## config.mk

```make
export PLATFORM = sky130hd
export DESIGN_NAME = ihc_top
export DESIGN_NICKNAME = d
export VERILOG_FILES = /design/src/hdl/ihc_pkg.sv /design/src/hdl/ihc_top.sv
export SDC_FILE = /design/constraint.sdc
export NUM_CORES = 1
export LEC_CHECK = 0
export ABC_AREA = 1
export CORE_UTILIZATION = 55
export CTS_CLUSTER_SIZE = 25
export DETAILED_ROUTE_END_ITERATION = 10
export DONT_BUFFER_PORTS = 1
export GPL_TIMING_DRIVEN = 0
export PLACE_DENSITY = 0.8
export SLEW_MARGIN = 20
export SYNTH_ARGS = -nofsm -noshare
export SYNTH_HDL_FRONTEND = slang
export SYNTH_SLANG_ARGS = --single-unit
```

## constraint.sdc

```tcl
create_clock -name CLK -period 3.1 [get_ports CLK]
set_input_delay 0.31 -clock CLK [delete_from_list [all_inputs] [get_ports CLK]]
set_output_delay 0.31 -clock CLK [all_outputs]
set_load 0.005 [all_outputs]
```

## src/hdl/ihc_pkg.sv

```systemverilog
// Purpose: Shared constants and types for the interrupt and pause controller.
// Assumes: 32-bit AXI4-Lite register bus; one instruction-cycle strobe from the core.
// Notes:   Summary of operation follows.
//
// Summary of operation
// - Status bit mirrors the external request pin level.
// - Polarity flag picks rising or falling pin edge.
// - Each source has its own enable flag.
// - Request sets flag; acceptance clears it.
// - Software writes request flags: set or withdraw.
// - Service starts after the setting cycle ends.
// - Two-cycle instructions delay service past second cycle.
// - Disabled source stays pending, never serviced.
// - Highest priority pending source is serviced first.
// - Vectors: timer 3, pin 2, interval 1.
// - Hidden accept flag: unmask sets, mask/accept/reset clear.
// - Acceptance saves context and branches in one cycle.
// - Unmask takes effect after the following instruction.
// - Pause stops execution until operand condition met.
// - Operand 0010B releases on timer request only.
// - Operand 1000B releases on enabled request or key low.
// - Key release resumes at next instruction always.
// - Disabled request holds pause; masked enabled resumes.
// - Enabled request with accept flag set branches.
// - Timer release branches only if accepted and enabled.
// - Pause with unmet condition acts as no-operation.
// - Timer pause needs timer request flag clear.
// - Any-source pause needs no enabled request, keys high.
package ihc_pkg;

  // Register byte offsets.
  localparam logic [3:0] OFS_CTRL   = 4'h0;
  localparam logic [3:0] OFS_REQ    = 4'h4;
  localparam logic [3:0] OFS_STATUS = 4'h8;

  // Register index values (byte offset divided by four).
  localparam logic [1:0] IDX_CTRL   = OFS_CTRL[3:2];
  localparam logic [1:0] IDX_REQ    = OFS_REQ[3:2];
  localparam logic [1:0] IDX_STATUS = OFS_STATUS[3:2];

  // Source order inside request and enable vectors, highest priority first.
  localparam int SRC_TMR8 = 0;
  localparam int SRC_PIN  = 1;
  localparam int SRC_IVL  = 2;

  // Field positions: control holds polarity at bit 0, enables at bits 3..1.
  localparam int CTRL_EDGE_BIT = 0;
  localparam int CTRL_EN_LSB   = 1;
  localparam int STAT_PIN_BIT  = 0;
  localparam int STAT_HALT_BIT = 1;

  // Reset values.
  localparam logic       RST_EDGE = 1'b0;
  localparam logic [2:0] RST_EN   = 3'h0;
  localparam logic [2:0] RST_REQ  = 3'h0;

  // Vector addresses per source.
  localparam logic [3:0] VEC_TMR8 = 4'h3;
  localparam logic [3:0] VEC_PIN  = 4'h2;
  localparam logic [3:0] VEC_IVL  = 4'h1;

  // Pause operands.
  localparam logic [3:0] OPND_TIMER = 4'h2;
  localparam logic [3:0] OPND_ANY   = 4'h8;

  // AXI responses.
  localparam logic [1:0] RESP_OKAY   = 2'h0;
  localparam logic [1:0] RESP_SLVERR = 2'h2;

  typedef enum logic [2:0] {
    OP_NONE,
    OP_UNMASK,
    OP_MASK,
    OP_RETURN,
    OP_HALT,
    OP_TABLE
  } ihc_op_e;

  typedef enum logic [1:0] {
    MODE_RUN,
    MODE_HALT_TMR,
    MODE_HALT_ANY
  } ihc_mode_e;

endpackage

```

## src/hdl/ihc_top.sv

```systemverilog
// Purpose: Interrupt request, enable, priority and pause control for three sources.
// Assumes: Core pulses INSTR_END at the end of each instruction cycle with its operation.
// Notes:   Registers reached over AXI4-Lite; all outputs are registered.
`timescale 1ns/1ps
module ihc_top
#(
  parameter int PC_W        = 12,
  parameter int STACK_DEPTH = 3
)
(
  // Clock and reset
  input  wire logic                 CLK,
  input  wire logic                 NRST,
  // AXI4-Lite write channels
  input  wire logic [3:0]           AWADDR,
  input  wire logic                 AWVALID,
  output logic                      AWREADY,
  input  wire logic [31:0]          WDATA,
  input  wire logic [3:0]           WSTRB,
  input  wire logic                 WVALID,
  output logic                      WREADY,
  output logic [1:0]                BRESP,
  output logic                      BVALID,
  input  wire logic                 BREADY,
  // AXI4-Lite read channels
  input  wire logic [3:0]           ARADDR,
  input  wire logic                 ARVALID,
  output logic                      ARREADY,
  output logic [31:0]               RDATA,
  output logic [1:0]                RRESP,
  output logic                      RVALID,
  input  wire logic                 RREADY,
  // Core instruction sequencer
  input  wire logic                 INSTR_END,
  input  wire ihc_pkg::ihc_op_e     INSTR_OP,
  input  wire logic                 INSTR_TWO,
  input  wire logic [3:0]           HALT_OPND,
  input  wire logic [PC_W-1:0]      NEXT_PC,
  output logic                      ACCEPT,
  output logic [PC_W-1:0]           VECTOR,
  output logic                      RETURN_VALID,
  output logic [PC_W-1:0]           RETURN_PC,
  output logic                      HALTED,
  output logic                      RESUME,
  // Request sources and key pins
  input  wire logic                 TIMER8_REQ,
  input  wire logic                 INTERVAL_REQ,
  input  wire logic                 EXT_PIN,
  input  wire logic [3:0]           KEY_A,
  input  wire logic [3:0]           KEY_B
);
  import ihc_pkg::*;

  localparam int SP_W = $clog2(STACK_DEPTH + 1);

  if (STACK_DEPTH < 1 || STACK_DEPTH > 7 || PC_W < 4) begin : g_param_check
    $error("ihc_top: STACK_DEPTH must be 1..7 and PC_W at least 4");
  end

  function automatic logic [1:0] reg_index(input logic [3:0] addr);
    reg_index = addr[3:2];
  endfunction

  function automatic logic [PC_W-1:0] vector_of(input logic [2:0] pend);
    logic [3:0] v;
    v = VEC_IVL;
    if (pend[SRC_PIN])
      v = VEC_PIN;
    if (pend[SRC_TMR8])
      v = VEC_TMR8;
    vector_of = PC_W'(v);
  endfunction

  function automatic logic [2:0] first_of(input logic [2:0] pend);
    first_of = 3'h0;
    if (pend[SRC_TMR8])
      first_of[SRC_TMR8] = 1'b1;
    else if (pend[SRC_PIN])
      first_of[SRC_PIN] = 1'b1;
    else if (pend[SRC_IVL])
      first_of[SRC_IVL] = 1'b1;
  endfunction

  ////////////////////////////////////////////////////////////////////////////////
  // Bus slave state.
  logic        aw_held;
  logic        w_held;
  logic [3:0]  aw_addr;
  logic [31:0] w_data;
  logic [3:0]  w_strb;
  logic        next_aw_held;
  logic        next_w_held;
  logic [3:0]  next_aw_addr;
  logic [31:0] next_w_data;
  logic [3:0]  next_w_strb;
  logic        next_awready;
  logic        next_wready;
  logic [1:0]  next_bresp;
  logic        next_bvalid;
  logic        next_arready;
  logic [31:0] next_rdata;
  logic [1:0]  next_rresp;
  logic        next_rvalid;
  logic        wr_fire;

  // Controller state.
  logic                 edge_polarity_select;
  logic [2:0]           enable_flags;
  logic [2:0]           request_flags;
  logic                 pin_level;
  logic                 global_accept_flag;
  logic                 arm_wait;
  ihc_mode_e            mode;
  logic [PC_W-1:0]      halt_pc;
  logic [PC_W-1:0]      stack [STACK_DEPTH];
  logic [SP_W-1:0]      sp;
  logic                 next_edge;
  logic [2:0]           next_en;
  logic [2:0]           next_req;
  logic                 next_gaccept;
  logic                 next_arm;
  ihc_mode_e            next_mode;
  logic [PC_W-1:0]      next_halt_pc;
  logic [PC_W-1:0]      next_stack [STACK_DEPTH];
  logic [SP_W-1:0]      next_sp;
  logic                 next_accept;
  logic [PC_W-1:0]      next_vector;
  logic                 next_ret_valid;
  logic [PC_W-1:0]      next_ret_pc;
  logic                 next_resume;
  logic [2:0]           pending;
  logic [2:0]           hw_set;
  logic                 keys_low;
  logic                 take;
  logic [PC_W-1:0]      push_pc;

  assign pending  = request_flags & enable_flags;
  assign keys_low = ~&{KEY_A, KEY_B};
  assign wr_fire  = aw_held & w_held & ~BVALID;

  ////////////////////////////////////////////////////////////////////////////////
  // AXI4-Lite slave: address and data are taken in either order, then answered.
  always_comb
  begin
    next_aw_held = aw_held;
    next_w_held  = w_held;
    next_aw_addr = aw_addr;
    next_w_data  = w_data;
    next_w_strb  = w_strb;
    next_bresp   = BRESP;
    next_bvalid  = BVALID;
    next_rdata   = RDATA;
    next_rresp   = RRESP;
    next_rvalid  = RVALID;
    if (AWVALID && AWREADY)
    begin
      next_aw_held = 1'b1;
      next_aw_addr = AWADDR;
    end
    if (WVALID && WREADY)
    begin
      next_w_held = 1'b1;
      next_w_data = WDATA;
      next_w_strb = WSTRB;
    end
    if (BVALID && BREADY)
      next_bvalid = 1'b0;
    if (wr_fire)
    begin
      next_aw_held = 1'b0;
      next_w_held  = 1'b0;
      next_bvalid  = 1'b1;
      next_bresp   = (reg_index(aw_addr) == IDX_CTRL || reg_index(aw_addr) == IDX_REQ ||
                      reg_index(aw_addr) == IDX_STATUS) ? RESP_OKAY : RESP_SLVERR;
    end
    if (RVALID && RREADY)
      next_rvalid = 1'b0;
    if (ARVALID && ARREADY)
    begin
      next_rvalid = 1'b1;
      next_rresp  = RESP_OKAY;
      case (reg_index(ARADDR))
        IDX_CTRL:   next_rdata = {28'h0, enable_flags, edge_polarity_select};
        IDX_REQ:    next_rdata = {29'h0, request_flags};
        IDX_STATUS: next_rdata = {30'h0, HALTED, pin_level};
        default:
        begin
          next_rdata = 32'h0;
          next_rresp = RESP_SLVERR;
        end
      endcase
    end
    next_awready = ~next_aw_held & ~next_bvalid;
    next_wready  = ~next_w_held & ~next_bvalid;
    next_arready = ~next_rvalid;
  end

  always_ff @(posedge CLK or negedge NRST)
  begin
    if (!NRST)
    begin
      aw_held <= 1'b0;
      w_held  <= 1'b0;
      aw_addr <= 4'h0;
      w_data  <= 32'h0;
      w_strb  <= 4'h0;
      AWREADY <= 1'b0;
      WREADY  <= 1'b0;
      BRESP   <= RESP_OKAY;
      BVALID  <= 1'b0;
      ARREADY <= 1'b0;
      RDATA   <= 32'h0;
      RRESP   <= RESP_OKAY;
      RVALID  <= 1'b0;
    end
    else
    begin
      aw_held <= next_aw_held;
      w_held  <= next_w_held;
      aw_addr <= next_aw_addr;
      w_data  <= next_w_data;
      w_strb  <= next_w_strb;
      AWREADY <= next_awready;
      WREADY  <= next_wready;
      BRESP   <= next_bresp;
      BVALID  <= next_bvalid;
      ARREADY <= next_arready;
      RDATA   <= next_rdata;
      RRESP   <= next_rresp;
      RVALID  <= next_rvalid;
    end
  end

  ////////////////////////////////////////////////////////////////////////////////
  // Request flags, acceptance, return stack and pause control.
  always_comb
  begin
    next_edge      = edge_polarity_select;
    next_en        = enable_flags;
    next_req       = request_flags;
    next_gaccept   = global_accept_flag;
    next_arm       = arm_wait;
    next_mode      = mode;
    next_halt_pc   = halt_pc;
    next_stack     = stack;
    next_sp        = sp;
    next_accept    = 1'b0;
    next_vector    = VECTOR;
    next_ret_valid = 1'b0;
    next_ret_pc    = RETURN_PC;
    next_resume    = 1'b0;
    take           = 1'b0;
    push_pc        = NEXT_PC;
    hw_set         = 3'h0;
    hw_set[SRC_TMR8] = TIMER8_REQ;
    hw_set[SRC_IVL]  = INTERVAL_REQ;
    hw_set[SRC_PIN]  = edge_polarity_select ? (~EXT_PIN & pin_level)
                                            : (EXT_PIN & ~pin_level);
    if (wr_fire && w_strb[0])
    begin
      if (reg_index(aw_addr) == IDX_CTRL)
      begin
        next_edge = w_data[CTRL_EDGE_BIT];
        next_en   = w_data[CTRL_EN_LSB +: 3];
      end
      if (reg_index(aw_addr) == IDX_REQ)
        next_req = w_data[2:0];
    end
    case (mode)
      MODE_RUN:
      begin
        if (INSTR_END)
        begin
          // The instruction after an unmask has now ended, so the flag opens.
          if (arm_wait)
          begin
            next_gaccept = 1'b1;
            next_arm     = 1'b0;
          end
          case (INSTR_OP)
            OP_UNMASK:
              next_arm = 1'b1;
            OP_MASK:
            begin
              next_gaccept = 1'b0;
              next_arm     = 1'b0;
            end
            OP_RETURN:
            begin
              if (sp != '0)
              begin
                next_ret_pc = stack[sp - SP_W'(1)];
                next_sp     = sp - SP_W'(1);
              end
              next_ret_valid = 1'b1;
            end
            OP_HALT:
            begin
              if (HALT_OPND == OPND_TIMER && !request_flags[SRC_TMR8])
                next_mode = MODE_HALT_TMR;
              else if (HALT_OPND == OPND_ANY && pending == 3'h0 && !keys_low)
                next_mode = MODE_HALT_ANY;
              // Any other operand or unmet condition falls through as no-op.
              next_halt_pc = NEXT_PC;
            end
            default:
            begin
              // Accept only at the end of a completed instruction, never mid pair.
              if (!INSTR_TWO && global_accept_flag && pending != 3'h0)
                take = 1'b1;
            end
          endcase
        end
      end
      MODE_HALT_TMR:
      begin
        push_pc = halt_pc;
        if (request_flags[SRC_TMR8])
        begin
          next_mode = MODE_RUN;
          if (global_accept_flag && enable_flags[SRC_TMR8])
            take = 1'b1;
          else
            next_resume = 1'b1;
        end
      end
      MODE_HALT_ANY:
      begin
        push_pc = halt_pc;
        if (keys_low)
        begin
          next_mode   = MODE_RUN;
          next_resume = 1'b1;
        end
        else if (pending != 3'h0)
        begin
          next_mode = MODE_RUN;
          if (global_accept_flag)
            take = 1'b1;
          else
            next_resume = 1'b1;
        end
      end
      default:
        next_mode = MODE_RUN;
    endcase
    if (take)
    begin
      next_req     = next_req & ~first_of(pending);
      next_gaccept = 1'b0;
      next_arm     = 1'b0;
      next_vector  = vector_of(pending);
      next_accept  = 1'b1;
      if (sp != SP_W'(STACK_DEPTH))
      begin
        next_stack[sp] = push_pc;
        next_sp        = sp + SP_W'(1);
      end
    end
    // A hardware request landing with a clear still sets the flag.
    next_req = next_req | hw_set;
  end

  always_ff @(posedge CLK or negedge NRST)
  begin
    if (!NRST)
    begin
      edge_polarity_select <= RST_EDGE;
      enable_flags         <= RST_EN;
      request_flags        <= RST_REQ;
      pin_level            <= 1'b0;
      global_accept_flag   <= 1'b0;
      arm_wait             <= 1'b0;
      mode                 <= MODE_RUN;
      halt_pc              <= '0;
      stack                <= '{default: '0};
      sp                   <= '0;
      ACCEPT               <= 1'b0;
      VECTOR               <= '0;
      RETURN_VALID         <= 1'b0;
      RETURN_PC            <= '0;
      HALTED               <= 1'b0;
      RESUME               <= 1'b0;
    end
    else
    begin
      edge_polarity_select <= next_edge;
      enable_flags         <= next_en;
      request_flags        <= next_req;
      pin_level            <= EXT_PIN;
      global_accept_flag   <= next_gaccept;
      arm_wait             <= next_arm;
      mode                 <= next_mode;
      halt_pc              <= next_halt_pc;
      stack                <= next_stack;
      sp                   <= next_sp;
      ACCEPT               <= next_accept;
      VECTOR               <= next_vector;
      RETURN_VALID         <= next_ret_valid;
      RETURN_PC            <= next_ret_pc;
      HALTED               <= (next_mode != MODE_RUN);
      RESUME               <= next_resume;
    end
  end
endmodule

```

== Yosys cells after proc, flatten, opt, wreduce, memory -nomap -nowiden ==
Cells that the tools add are included.

* $lt $le $gt $ge: 3
* Mux-type cells: 73
* Shift-type cells: 0
* Bitwise logic cells: 19
* Add/subtract/negate cells: 2
* Multipliers: 0
* Reductions and logical operators: 37
* Div/mod/pow operators: 0
* Equal/unequal tests: 13

{| class="wikitable"
|+ Operator list
! kind !! number
|-
| 12-bit 2-to-1 mux || 4
|-
| 1-bit 2-to-1 mux || 40
|-
| 36-bit bitwise mux || 1
|-
| 2-bit 2-to-1 mux || 18
|-
| 12-bit binary-select mux with 2-bit select || 1
|-
| 12-bit demux with 2-bit select || 1
|-
| 1-bit logical AND || 13
|-
| 4-bit one-hot mux with 3 select lines || 1
|-
| 3-bit 2-to-1 mux || 3
|-
| 8-bit AND reduction || 1
|-
| 2-bit nonzero test || 4
|-
| 1-bit inverter || 7
|-
| 1-bit bitwise AND || 6
|-
| 3-bit bitwise AND || 2
|-
| 2-bit by 1-bit == test with 1-bit output, second input constant || 3
|-
| 2-bit == test, second input constant || 3
|-
| 3-bit by 2-bit == test with 1-bit output, second input constant || 2
|-
| 3-bit >= comparator, second input constant || 2
|-
| 2-bit logical NOT || 3
|-
| 2-bit inverter with 3-bit output || 2
|-
| 2-bit one-hot mux with 3 select lines || 1
|-
| 2-bit AND reduction || 3
|-
| 3-bit AND reduction || 2
|-
| 3-bit nonzero test || 2
|-
| other kinds (20) || 22
|}

* Word-level logic and storage cells: 178
* Bits in read-only memories: 0
* Bits in registers: 134
* Output and inout port bits: 69
* Bits in latches: 0
* Bits in writable memories: 0
* Memories: 0
* Input bits: 83

== Depth between registers and ports, before layout ==
* Word-level depth: 12
* Gate-level depth with buffers: 12
* Mapped depth without buffers: 12

== Worst setup path before layout ==
OpenSTA, ideal clock, no wires.

* Path kind: reg-to-reg
* Start: register sp[0]
* End: register RETURN_PC[10]
* Path buffers: 2
* Library setup time: 0.125 ns
* Setup slack: 0.996 ns
* Clock period less this slack: 2.104 ns
* Stages on the path, launching flop included: 7
* Arrival: 1.980 ns
* Required time: 2.975 ns
* Path through: dfrtp_1 -> inv_1 -> buf_1 -> ha_1 -> nor4_2 -> buf_4 -> mux2_2

* Cells in the longest elaborated chain, start to end: 5
* Elaborated cells between the ends (all ways): 7
* Those cells by class: add/sub (1); mux (3); bitwise (1); reduce/logical (2)

{| class="wikitable"
|+ RTL lines
! element !! RTL line !! source
|-
| from (decl) || ihc_top.sv:116 || <nowiki>logic [SP_W-1:0] sp;</nowiki>
|-
| from (signal assigned) || ihc_top.sv:396 || <nowiki>sp <= next_sp;</nowiki>
|-
| 2-bit by 1-bit subtractor with 2-bit output || ihc_top.sv:292 || <nowiki>next_ret_pc = stack[sp - SP_W'(1)];</nowiki>
|-
| 2-bit inverter with 3-bit output (implied by the code) || ihc_top.sv:292 ||
|-
| 12-bit binary-select mux with 2-bit select || ihc_top.sv:292 ||
|-
| 12-bit 2-to-1 mux (implied by the code) (2 in series) || ihc_top.sv:292 ||
|-
| to (signal assigned) || ihc_top.sv:400 || <nowiki>RETURN_PC <= next_ret_pc;</nowiki>
|-
| to (decl) || ihc_top.sv:42 || <nowiki>output logic [PC_W-1:0] RETURN_PC,</nowiki>
|}

Several ways; a longest one is shown, not always the timed one. The select of a mux whose other input is x is not followed.
A chain may end at the register's enable or synchronous reset.

== Worst setup path after layout ==
* Start: register sp[0]
* End: register RETURN_PC[2]

Same word-level chain as after synthesis.

==> results.sh <==
export IMPL_dp_hpwl_mm=8.081
export IMPL_synth_avg_cell_area_sq_um=8.381
export IMPL_post_synth_num_cell_types=26
export IMPL_crit_path_end_kind="flip-flop"
export IMPL_die_y_microns=98.18
export IMPL_clk_latency_ns=0.38
export IMPL_placementRows=34
export IMPL_rsz0062_at_grt="false"
export IMPL_critPathRequiredTime_ns=3.36
export IMPL_synth_xor_area_share=0
export IMPL_yosys_area_top_type="dfrtp_1"
export IMPL_syn2layout_area_growth_pct=10.03
export IMPL_power_density_nw_per_um2=722.7
export IMPL_min_to="request_flags[2]"
export IMPL_mostFrequentLayoutCells="180 x nand2_1, 100 x dfrtp_1, 59 x o21ai_0, 53 x inv_1, 44 x buf_4"
export IMPL_r2r_start="sp[0]"
export IMPL_routed_wl_mm=10.80
export IMPL_core_area_sq_um=8848
export IMPL_fin_area_sq_um=5598
export IMPL_yosys_warnings=0
export IMPL_synth_cells=607
export IMPL_final_common_cell="nand2_1"
export IMPL_synth_top_area_frac=0.4919
export IMPL_synth_simple_gate_area_share=0.2398
export IMPL_synth_adder_area_share=0.02213
export IMPL_min_from="INTERVAL_REQ"
export IMPL_antenna_found_initial=0
export IMPL_cts_htree_levels=3
export IMPL_vdd_drop_max_uv=395.6
export IMPL_drt_first_pass_iters=10
export IMPL_port_buffers=0
export IMPL_cts_repair_resized=0
export IMPL_skew_ns=0.01944
export IMPL_grt_usage=0.2394
export IMPL_period_minus_slack_ns=2.655
export IMPL_holdPathStages=1
export IMPL_overflow=0
export IMPL_grt_pass1_wl_mm=18.36
export IMPL_drv_cap=0
export IMPL_status="finished with violations"
export IMPL_postCtsSetupBuffers=0
export IMPL_grt_max_degree=101
export IMPL_cts_buffers=9
export IMPL_wire_per_inst_microns=13.99
export IMPL_die_area_sq_um=9638
export IMPL_ios=152
export IMPL_vias_per_cell=5.358
export IMPL_ff2ff_path_depth=6
export IMPL_initial_utilization=0.5749
export IMPL_gp_congestion=0.8649
export IMPL_worst_pin_slew_ns=0.6047
export IMPL_fmax_mhz=376.7
export IMPL_critical_path_class="reg -> reg"
export IMPL_cp_max_fo=12
export IMPL_grt_pass1_vias=3996
export IMPL_synthTopCellsByArea="dfrtp_1 49%, nand2_1 13%, buf_4 6.5%, o21ai_0 5.8%, nand4_1 4.8%"
export IMPL_maxSlewHeadroom=0.5969
export IMPL_failed_checks="DRC"
export IMPL_finalCritPeriodShare=0.8564
export IMPL_synth_area_sq_um=5087
export IMPL_hold_viol=0
export IMPL_ant_nets=0
export IMPL_clock_sinks=100
export IMPL_ys_seq_area_frac=0.4919
export IMPL_cp_start_kind="flip-flop"
export IMPL_root_buffer="clkbuf_8"
export IMPL_num_nets_final=752
export IMPL_finalMaxSlewViolations=0
export IMPL_crit_arrival_ns=2.92
export IMPL_synth_compound_area_frac=0.09346
export IMPL_finalSetupViolCount=0
export IMPL_clk_path_buf_depth=2
export IMPL_place_area_sq_um=5369
export IMPL_via_count=4136
export IMPL_drt_iter0_drc=304
export IMPL_die_w_microns=98.18
export IMPL_startpoint="sp[0]"
export IMPL_post_route_drc_count=11
export IMPL_rrSetupSlack_ns=0.45
export IMPL_diodes=0
export IMPL_synth_mux_area_frac=0.02656
export IMPL_drive_above_1_share=0.1250
export IMPL_timing_rr_end="RETURN_PC[2]"
export IMPL_setup_tns_ns=0
export IMPL_hp_class="in -> reg"
export IMPL_p_leak_nw=2.967
export IMPL_ys_ff_latch=100
export IMPL_cts_tree="built"
export IMPL_clk_pin_slew_worst_paths_ns=0.11
export IMPL_synth_top_family_by_area="simple AND/OR/NAND/NOR gates"
## final cells by class
class                   instances  area, sq um
plain buffers                  65        439.2
clock buffers                   9        123.9
well taps                     108        135.1
inverters                      53        198.9
fillers                       770         3251
clock inverters                 6        57.56
multi-input cells             428         2093
repair buffers                  3        47.55
flip-flops and latches        100         2502
## repair_timing
item | 4_1_cts | 5_1_grt
hold endpoints to repair | 101 | 0
hold buffers | 3 | 0
setup endpoints to repair | 0 | 0
## stage by stage
stage               utilization  setup slack [ns]  cells  power (mW)  hold slack (ns)
CTS                      0.6326            0.4560    772       4.052          0.02946
finish                   0.6326            0.4453    772       4.046          0.04465
global route             0.6326            0.2481    772       4.351          0.02840
global placement         0.6068            0.5786    754       3.161          0.01597
floorplan                     -            0.9958    646       2.904          0.01441
detailed placement       0.6068            0.4783    754       3.232          0.01558
## worst max path at each step
stage | endpoint | slack, ns | depth (start not counted)
after detailed placement | RETURN_PC[7] | 0.48 | 6
after global routing | RETURN_PC[3] | 0.25 | 6
after global placement | RETURN_PC[7] | 0.58 | 6
after floorplan | RETURN_PC[10] | 1.0 | 6
final | RETURN_PC[2] | 0.45 | 6
after CTS | RETURN_PC[2] | 0.46 | 6
## metal layers
metal  wire length (microns)  share of wire  GRT usage  vias to the layer above
li1                        -              -          -                     2015
met1                    4616           0.43     0.3023                     1932
met2                    5209           0.48     0.4106                      165
met3                     709          0.066    0.04724                       24
met4                     267          0.025    0.08726                        0
met5                       0              0          0                        -
## kinds of logic after synthesis
family,Yosys count
simple gates,281
buf+inv,118
flops,100
compound gates,86
mux,12
fa+ha+maj,9
other cells,1
## power breakdown
group	switching [mW]	internal (mW)	total, mW
combinational	0.776	0.441	1.22
clock	0.477	0.307	0.784
sequential	0.302	1.74	2.05
total	1.55	2.49	4.05
## cells in the mapped netlist
library cell  number
nor4_2             1
o32ai_1            1
nand3_1           17
mux2_2            12
nand2_2            2
nor4_1             1
clkbuf_1          16
buf_6              4
a21oi_4            1
buf_1              1
nor3_1             3
o22ai_1           12
a21boi_0           1
dfrtp_1          100
nand2_1          180
nand4_2            3
inv_1             53
nand4_1           39
nor2_1            35
o21bai_1           3
o31ai_1            2
a21oi_1            7
conb_1             1
buf_4             44
o21ai_0           59
ha_1               9
## critical path, stage by stage (launching register included)
cell	delay, ns
dfrtp_1	0.53
inv_1	0.19
buf_1	0.33
ha_1	0.40
nor4_2	0.48
buf_4	0.27
mux2_2	0.34
## flip-flops by register name, summed over array words and instances, names as in the netlist, 2 cells and up
register,flops
stack,36
RETURN_PC,12
halt_pc,12
RDATA,4
w_data,4
enable_flags,3
request_flags,3
VECTOR,2
aw_addr,2
mode,2
sp,2
(Power assumes the default switching activity.)
